### src/core/lsfw_cfg.svh
`ifndef LSFW_CFG_SVH
`define LSFW_CFG_SVH

// Register offsets on the internal serial-bus register port
`define LSFW_ADDR_CFG0   8'hF9
`define LSFW_ADDR_CFG1   8'hFA
`define LSFW_ADDR_THR    8'hFC
`define LSFW_ADDR_STAT0  8'hFD
`define LSFW_ADDR_STAT1  8'hFE
`define LSFW_ADDR_DATA   8'hFF

// Field positions of the per-modulator format register
`define LSFW_BIT_LIGHT_EN 7
`define LSFW_BIT_COMP_EN  5
`define LSFW_BIT_DIFF_EN  4
`define LSFW_CFG_WMASK    8'hBF

// Reset values
`define LSFW_CFG_RST      8'h8F
`define LSFW_THR_RST      8'h7F

// Sizes
`define LSFW_FIFO_BYTES   512
`define LSFW_RAW_BITS     16

`endif

### src/core/lsfw_pkg.sv
package lsfw_pkg;

  // Mirrors the bit layout of a per-modulator format register
  typedef struct packed {
    logic       lightEn;
    logic       rsvd;
    logic       compEn;
    logic       diffEn;
    logic [3:0] bits;
  } lsfw_modcfg_t;

endpackage

### src/core/lsfw_byte_if.sv
`timescale 1ns/1ps
interface lsfw_byte_if;
  logic       valid;
  logic       ready;
  logic [7:0] data;
  modport source (output valid, output data, input ready);
  modport sink   (input valid, input data, output ready);
endinterface

### src/core/lsfw_packer.sv
`timescale 1ns/1ps
`include "lsfw_cfg.svh"
module lsfw_packer #(
  parameter int SAMPLE_W = 16
) (
  input  wire logic                 clk_sys,
  input  wire logic                 rst_n,
  input  lsfw_pkg::lsfw_modcfg_t    cfg,
  input  wire logic                 flickerValid,
  input  wire logic [SAMPLE_W-1:0]  flickerSample,
  input  wire logic                 lightValid,
  input  wire logic [SAMPLE_W-1:0]  lightResult,
  input  wire logic                 flush,
  output logic                      lightTaken,
  lsfw_byte_if.source               byteOut
);

  logic [31:0]         acc;
  logic [5:0]          fill;
  logic [SAMPLE_W-1:0] prev;
  logic                room;
  logic [4:0]          width;
  logic [5:0]          alignFill;
  logic [SAMPLE_W-1:0] value;

  function automatic logic [SAMPLE_W-1:0] keepLow(
    input logic [SAMPLE_W-1:0] v,
    input logic [4:0]          n);
    logic [SAMPLE_W-1:0] m;
    m = '1;
    keepLow = v & (m >> (5'(SAMPLE_W) - n));
  endfunction

  // Accumulator never holds a full byte when new data enters
  assign room         = fill < 6'd8;
  assign width        = {1'b0, cfg.bits} + 5'd1;
  assign alignFill    = (fill == 6'd0) ? 6'd0 : 6'd8;
  assign byteOut.valid = !room;
  assign byteOut.data  = acc[7:0];
  assign lightTaken    = room && lightValid;

  // RULE5 delta coding
  always_comb begin
    if (cfg.compEn && cfg.diffEn) begin
      value = keepLow(flickerSample - prev, width);
    end else begin
      // RULE7 keep low bits
      value = keepLow(flickerSample, width);
    end
  end

  always_ff @(posedge clk_sys or negedge rst_n) begin
    if (!rst_n) begin
      acc  <= 32'h0000_0000;
      fill <= 6'h00;
    end else if (byteOut.valid && byteOut.ready) begin
      acc  <= acc >> 8;
      fill <= fill - 6'd8;
    end else if (room) begin
      if (lightValid) begin
        acc  <= acc | (32'(lightResult) << alignFill);
        fill <= alignFill + 6'd16;
      end else if (flickerValid && cfg.compEn) begin
        // RULE4 bit-packed stream
        acc  <= acc | (32'(value) << fill);
        fill <= fill + 6'(width);
      end else if (flickerValid) begin
        // RULE10 fixed two-byte slot
        acc  <= acc | (32'(value) << alignFill);
        fill <= alignFill + 6'd16;
      end else if (flush && fill != 6'd0) begin
        fill <= 6'd8;
      end
    end
  end

  // Delta reference restarts with every measurement
  always_ff @(posedge clk_sys or negedge rst_n) begin
    if (!rst_n) begin
      prev <= '0;
    end else if (flush) begin
      prev <= '0;
    end else if (room && !lightValid && flickerValid) begin
      prev <= flickerSample;
    end
  end
endmodule

### src/core/lsfw_top.sv
`timescale 1ns/1ps
`include "lsfw_cfg.svh"
// Contract
// RULE1 - Mod 0 light result stored if no flicker or light >= flicker count.
// RULE2 - With light count below flicker count, storing needs the after flag.
// RULE3 - Modulator 1 follows the same light rules under its own bit 7.
// RULE4 - Register bit 5 enables bit-packed compression of flicker samples.
// RULE5 - Bit 4 stores the difference to the prior sample of that modulator.
// RULE6 - The host sets difference mode only together with compression.
// RULE7 - Width field N stores bits 0 to N, N+1 bits, of each flicker sample.
// RULE8 - The shared FIFO holds 512 bytes and its level runs from 0 to 512.
// RULE9 - The FIFO interrupt is high while the level exceeds the threshold; the code compares the level against twice the threshold register value.
// RULE10 - Uncompressed samples keep N+1 bits in two bytes, no difference.
module lsfw_top #(
  parameter int CNT_W    = 16,
  parameter int SAMPLE_W = `LSFW_RAW_BITS,
  parameter int DEPTH    = `LSFW_FIFO_BYTES
) (
  input  wire logic                     clk_sys,
  input  wire logic                     rst_n,
  input  wire logic [7:0]               regAddr,
  input  wire logic                     regWrEn,
  input  wire logic [7:0]               regWrData,
  input  wire logic                     regRdEn,
  output logic      [7:0]               regRdData,
  input  wire logic                     flickerStepEn,
  input  wire logic                     lightAfterFlicker,
  input  wire logic [CNT_W-1:0]         lightSampleCount,
  input  wire logic [CNT_W-1:0]         flickerSampleCount,
  input  wire logic [1:0]               lightValid,
  input  wire logic [1:0][SAMPLE_W-1:0] lightResult,
  input  wire logic [1:0]               flickerValid,
  input  wire logic [1:0][SAMPLE_W-1:0] flickerSample,
  input  wire logic                     measEnd,
  output logic      [9:0]               fifoFillLevel,
  output logic                          fifoIrq
);

  localparam int AW = $clog2(DEPTH);

  lsfw_pkg::lsfw_modcfg_t    modCfg [2];
  logic [7:0]                fifoFillThreshold;
  logic [1:0]                lightPend;
  logic [1:0][SAMPLE_W-1:0]  lightBuf;
  logic [1:0]                lightTaken;
  logic [1:0]                lightOk;
  logic [7:0]                mem [DEPTH];
  logic [AW-1:0]             wrPtr;
  logic [AW-1:0]             rdPtr;
  logic                      lastSel;
  logic                      sel;
  logic                      full;
  logic                      push;
  logic                      popOk;
  logic [7:0]                pushData;
  logic [9:0]                next_level;
  logic [9:0]                thrLevel;
  logic [7:0]                next_thr;

  lsfw_byte_if byteBus [2] ();

  // RULE1 light store gate
  // RULE2 after-flicker exception
  // RULE3 per-modulator enable
  always_comb begin
    for (int m = 0; m < 2; m++) begin
      lightOk[m] = modCfg[m].lightEn &&
                   (!flickerStepEn ||
                    lightSampleCount >= flickerSampleCount ||
                    lightAfterFlicker);
    end
  end

  // A new result wins over the hand-off of an older one
  always_ff @(posedge clk_sys or negedge rst_n) begin
    if (!rst_n) begin
      lightPend <= 2'b00;
      lightBuf  <= '0;
    end else begin
      for (int m = 0; m < 2; m++) begin
        if (lightValid[m] && lightOk[m]) begin
          lightPend[m] <= 1'b1;
          lightBuf[m]  <= lightResult[m];
        end else if (lightTaken[m]) begin
          lightPend[m] <= 1'b0;
        end
      end
    end
  end

  // Flicker samples arriving while a packer drains a byte are lost;
  // the sample clock must leave the packer a cycle per byte.
  for (genvar g = 0; g < 2; g++) begin : gPack
    lsfw_packer #(
      .SAMPLE_W (SAMPLE_W)
    ) uPacker (
      .clk_sys       (clk_sys),
      .rst_n         (rst_n),
      .cfg           (modCfg[g]),
      .flickerValid  (flickerValid[g]),
      .flickerSample (flickerSample[g]),
      .lightValid    (lightPend[g]),
      .lightResult   (lightBuf[g]),
      .flush         (measEnd),
      .lightTaken    (lightTaken[g]),
      .byteOut       (byteBus[g])
    );
  end

  // Round robin between the two modulators
  assign sel = byteBus[0].valid && (!byteBus[1].valid || lastSel);
  assign byteBus[0].ready = !full && sel;
  assign byteBus[1].ready = !full && !sel;
  assign pushData = sel ? byteBus[0].data : byteBus[1].data;
  assign push = !full && (byteBus[0].valid || byteBus[1].valid);
  // RULE8 capacity bound
  assign full = fifoFillLevel == 10'(DEPTH);
  assign popOk = regRdEn && regAddr == `LSFW_ADDR_DATA &&
                 fifoFillLevel != 10'h000;
  assign next_level = fifoFillLevel + {9'h000, push} - {9'h000, popOk};
  assign thrLevel = {1'b0, fifoFillThreshold, 1'b0};
  // Irq tracks a threshold write in the same cycle as the level
  assign next_thr = (regWrEn && regAddr == `LSFW_ADDR_THR) ? regWrData :
                    fifoFillThreshold;

  always_ff @(posedge clk_sys or negedge rst_n) begin
    if (!rst_n) begin
      lastSel <= 1'b0;
    end else if (push) begin
      lastSel <= !sel;
    end
  end

  always_ff @(posedge clk_sys) begin
    if (push) begin
      mem[wrPtr] <= pushData;
    end
  end

  always_ff @(posedge clk_sys or negedge rst_n) begin
    if (!rst_n) begin
      wrPtr         <= '0;
      rdPtr         <= '0;
      fifoFillLevel <= 10'h000;
    end else begin
      if (push) begin
        wrPtr <= wrPtr + 1'b1;
      end
      if (popOk) begin
        rdPtr <= rdPtr + 1'b1;
      end
      fifoFillLevel <= next_level;
    end
  end

  // RULE9 threshold compare
  always_ff @(posedge clk_sys or negedge rst_n) begin
    if (!rst_n) begin
      fifoIrq <= 1'b0;
    end else begin
      fifoIrq <= next_level > {1'b0, next_thr, 1'b0};
    end
  end

  always_ff @(posedge clk_sys or negedge rst_n) begin
    if (!rst_n) begin
      modCfg[0]         <= `LSFW_CFG_RST;
      modCfg[1]         <= `LSFW_CFG_RST;
      fifoFillThreshold <= `LSFW_THR_RST;
    end else if (regWrEn) begin
      unique case (regAddr)
        `LSFW_ADDR_CFG0: modCfg[0] <= regWrData & `LSFW_CFG_WMASK;
        `LSFW_ADDR_CFG1: modCfg[1] <= regWrData & `LSFW_CFG_WMASK;
        `LSFW_ADDR_THR:  fifoFillThreshold <= regWrData;
        default: ;
      endcase
    end
  end

  // Empty FIFO reads as zero
  always_ff @(posedge clk_sys or negedge rst_n) begin
    if (!rst_n) begin
      regRdData <= 8'h00;
    end else if (regRdEn) begin
      unique case (regAddr)
        `LSFW_ADDR_CFG0:  regRdData <= modCfg[0];
        `LSFW_ADDR_CFG1:  regRdData <= modCfg[1];
        `LSFW_ADDR_THR:   regRdData <= fifoFillThreshold;
        `LSFW_ADDR_STAT0: regRdData <= fifoFillLevel[9:2];
        `LSFW_ADDR_STAT1: regRdData <= {6'h00, fifoFillLevel[1:0]};
        `LSFW_ADDR_DATA:  regRdData <= popOk ? mem[rdPtr] : 8'h00;
        default:          regRdData <= 8'h00;
      endcase
    end
  end
endmodule

### config.mk
export PLATFORM = sky130hd
export DESIGN_NAME = lsfw_top
export DESIGN_NICKNAME = d
export VERILOG_FILES = /design/src/core/lsfw_pkg.sv /design/src/core/lsfw_byte_if.sv /design/src/core/lsfw_packer.sv /design/src/core/lsfw_top.sv
export VERILOG_INCLUDE_DIRS = /design/src /design/src/core
export SDC_FILE = /design/constraint.sdc
export NUM_CORES = 2
export LEC_CHECK = 0
export ABC_CLOCK_PERIOD_IN_PS = 7650
export BUFFER_PORTS_ARGS = -buffer_cell sky130_fd_sc_hd__buf_4
export CAP_MARGIN = 20
export CORE_MARGIN = 3
export CORE_UTILIZATION = 50
export DETAILED_ROUTE_END_ITERATION = 12
export PLACE_DENSITY = 0.75
export RECOVER_POWER = 100
export SETUP_SLACK_MARGIN = 0.15
export SYNTH_ARGS = -nofsm -noshare
export SYNTH_HDL_FRONTEND = slang
export SYNTH_SLANG_ARGS = --single-unit
export TNS_END_PERCENT = 10
### constraint.sdc
create_clock -name clk_sys -period 7.65 [get_ports clk_sys]
set_clock_uncertainty 0.15 [all_clocks]
set_input_delay 1.1475 -clock clk_sys [delete_from_list [all_inputs] [get_ports clk_sys]]
set_output_delay 1.1475 -clock clk_sys [all_outputs]
set_load 0.005 [all_outputs]
==> impl_metrics.py <==
metrics = {
    "run_status": {
        "outcome": "finished with violations",
        "violations": "max-capacitance violations, max-slew violations",
    },
    "synthesis": {
        "synthTopCellsByArea": "edfxtp_1, mux4_2, dfrtp_1, nor2_1, ha_1",
        "synth_ff_type": "edfxtp_1",
        "synth_cell_types": 82,
        "synth_edf_count": 4096,
        "ys_warn_count": 0,
        "synth_top_area_share": 0.7094,
        "yosys.area.top_type": "edfxtp_1",
        "synth_nets": 8650,
        "syn_avg_cell_area_sq_um": 20.58,
        "async_reset_ff_frac": 0.04700,
        "yosysSeqAreaShare": 0.7387,
        "ys_seq_elements": 4298,
        "netlist_instances": 8426,
        "syn_area_sq_mm": 0.1734,
    },
    "power": {
        "switchingPower_mw": 19.15,
        "p_comb_frac": 0.188,
        "p_sw_frac": 0.2923,
        "sequentialPowerShare": 0.502,
        "cellPowerDensity_mw_per_mm2": 339.4,
        "ir_drop_mv": 0.9150,
        "p_int_mw": 46.38,
        "clkPwrFrac": 0.310,
        "power_leakage_nw": 59.31,
        "power_mw": 65.54,
    },
    "global_routing": {
        "grt_pass1_vias": 89280,
        "grt_pass1_wl_um": 641000,
        "track_usage": 0.2463,
        "grt_overflow_total": 0,
        "antenna_found_initial": 20,
        "grt_max_degree": 224,
    },
    "routing": {
        "vias": 88750,
        "drtAntennaViolNets": 0,
        "viasPerCell": 6.548,
        "wl_per_cell_um": 32.41,
        "drtIter0Drc": 12800,
        "first_pass_iters": 8,
        "drc_errors": 0,
        "wirelength_um": 439300,
    },
    "cts": {
        "cts_tree": "done",
        "clockRootBuffer": "clkbuf_16",
        "cts_buffers": 413,
        "clock-sinks": 4298,
        "insertion_delay_ns": 0.98,
        "path_clk_slew_ns": 0.07,
        "cts_resized": 0,
        "cts_max_level": 5,
        "cts_max_path_buffers": 4,
    },
    "floorplan": {
        "dieArea_sq_mm": 0.3538,
        "dieWidth_um": 594.9,
        "die_h_um": 594.9,
        "num_io_pins": 142,
        "num_rows": 215,
        "start_util": 0.5039,
        "core_area_sq_mm": 0.3441,
    },
    "sta": {
        "relSlewSlack": -1.628,
        "rsz0062_at_grt": "no",
        "fmax_mhz": 165.7,
        "period_minus_slack_ns": 6.036,
        "period_share": 0.7890,
        "slew_viol_final": 669,
        "fin_hold_ws_ns": 0.2929,
        "tightestPinTransition_ns": 3.942,
        "setup_viol": 0,
        "setup_slack_ns": 1.614,
        "setup-tns-final_ns": 0,
        "finalHoldViolCount": 0,
    },
    "worst_hold_path": {
        "hold_start": "lightResult[12]",
        "min_path_cells": 2,
        "hold_class": "in -> reg",
        "holdPathEnd": "lightBuf[12]$_DFFE_PN0P_",
    },
    "worst_setup_path": {
        "cp.arrival_ns": 6.68,
        "reg2reg_depth": 9,
        "cp_slowest_cell": "clkbuf_1",
        "r2r-end": "regRdData[1]$_DFFE_PN0P_",
        "worstSetupPathType": "reg -> reg",
        "critical_path.max_stage_delay_ns": 1.14,
        "startpoint_type": "flop",
        "crit_required_ns": 8.30,
        "r2r-start": "rdPtr[0]$_DFFE_PN0P_",
        "cpMostUsedCell": "mux4_2",
        "crit_path_max_fanout": 32,
        "rrSetupSlack_ns": 1.61,
        "path_cells": "buf_12 -> clkbuf_1 -> mux4_2 -> mux4_2 -> a22oi_1 -> a21oi_1 -> a211o_1 -> nand3_1 -> o221ai_1",
        "worstSetupEndpointType": "flop",
    },
    "layout": {
        "area.growth.synth_to_final_pct": 11.38,
        "drive_gt1_frac": 0.2518,
        "fin_nets": 8863,
        "finalNonFillerCells": 13550,
    },
    "flow_run": {
        "max-cap-violations": 21,
    },
    "placed_design": {
        "post-dp-hpwl_um": 255500,
        "numPortBuffers": 141,
        "place_ws_ns": 1.812,
        "placed_cells": 12770,
        "routabilityCongestion": 0.9128,
    },
}
[what timing repair did]
action                                 CTS  global route
endpoints found under the hold margin   53             0
buffers inserted                         0             0
hold buffers                             1             0
[layout by cell type (no fill, tap or decap), drive strengths merged, types with 66 or more instances in the layout]
master and count:
nor2 677, inv 141, buf 262, a21oi 146, dfrtp 185, mux4 1295, o21ai 101, clkinv 194
nand3 66, clkbuf 551, nand2 208, nor3 74, edfxtp 4096, ha 96
[sequential cells by signal, indices dropped and copies added (netlist names)]
name,cells
gPack.uPacker.fill,12
gPack.uPacker.prev,32
lastSel,1
fifoFillThreshold,8
fifoIrq,1
rdPtr,9
gPack.uPacker.acc,64
regRdData,8
lightPend,2
modCfg,14
mem,4096
lightBuf,32
fifoFillLevel,10
wrPtr,9
[power by group through the flow]
stage                     Clock [mW]  Sequential [mW]  Combinational [mW]
after detailed placement           0             33.3                12.2
after global placement             0             33.2                11.5
after CTS                       20.5             32.8                12.2
after global routing            21.4             32.9                13.1
final                           20.3             32.9                12.3
after floorplan                    0             34.4                6.46
[per-layer routing]
layer	vias up	GRT usage	wire (um)
met3	908	0.05653	50530
met4	16	0.08888	17620
met2	5758	0.3896	211000
li1	35490	-	-
met5	-	0	115
met1	46580	0.3388	160000
[worst max-delay path, delay by kind of cell, from the launching register on]
family,cells,cell delay [ns]
compound gates,4,1.66
buf+inv,2,1.48
mux,2,1.17
flops,1,1.04
simple gates,1,0.26
[synthesized netlist by cell type, types with 31 or more instances]
cell	n
edfxtp_1	4096
mux4_2	1295
nor2_1	677
clkbuf_1	306
nand2_1	208
dfrtp_1	185
a21oi_1	146
inv_1	127
o21ai_0	97
buf_2	96
ha_1	96
nor3_1	74
nand3_1	66
mux2_2	64
mux2i_1	56
a22o_1	55
o22ai_1	53
a22oi_1	45
buf_4	45
a221oi_1	44
buf_1	36
a211oi_1	31
[kinds of logic (layout without fill, tap and decap cells)]
group	Yosys count	count (layout)	share of synthesized area
adder cells (fa/ha/maj)	101	101	0.007506
other	0	12	0
multiplexers	1415	1415	0.1756
AO/OA/AOI/OAI	724	724	0.02914
buffers and inverters	641	1200	0.01671
AND/OR/NAND/NOR	1204	1204	0.03012
flip-flops	4298	4298	0.7387
XOR/XNOR	43	43	0.002172
[area by class of cell]
type | instances | area (sq um)
flip-flops and latches | 4298 | 128100
well taps | 4557 | 5702
multi-input cells | 3487 | 42590
diodes | 12 | 30.03
repair buffers | 308 | 2768
clock buffers | 506 | 10830
fillers | 24150 | 151000
inverters | 131 | 494.2
clock inverters | 255 | 2605
[how the worst max path moves through the flow]
stage | start | end | slack, ns | cells after the start
floorplan | gPack[0].uPacker.fill[3]$_DFFE_PN0P_ | mem[0][7]$_DFFE_PP_ | 1.82 | 5
global placement | regAddr[5] | fifoIrq$_DFF_PN0_ | 1.73 | 21
detailed placement | regAddr[5] | fifoIrq$_DFF_PN0_ | 1.81 | 21
CTS | rdPtr[0]$_DFFE_PN0P_ | regRdData[1]$_DFFE_PN0P_ | 2.26 | 9
global route | gPack[1].uPacker.fill[3]$_DFFE_PN0P_ | mem[58][6]$_DFFE_PP_ | 1.06 | 5
finish | rdPtr[0]$_DFFE_PN0P_ | regRdData[1]$_DFFE_PN0P_ | 1.61 | 9
[through the flow]
step | util | instance area [sq um]
2_1_floorplan | - | 173400
3_3_place_gp | 0.5228 | 179900
6_report | 0.5613 | 193100
4_1_cts | 0.5618 | 193300
5_1_grt | 0.5612 | 193100
3_5_place_dp | 0.5228 | 179900
Power figures use the tool's default switching activity.
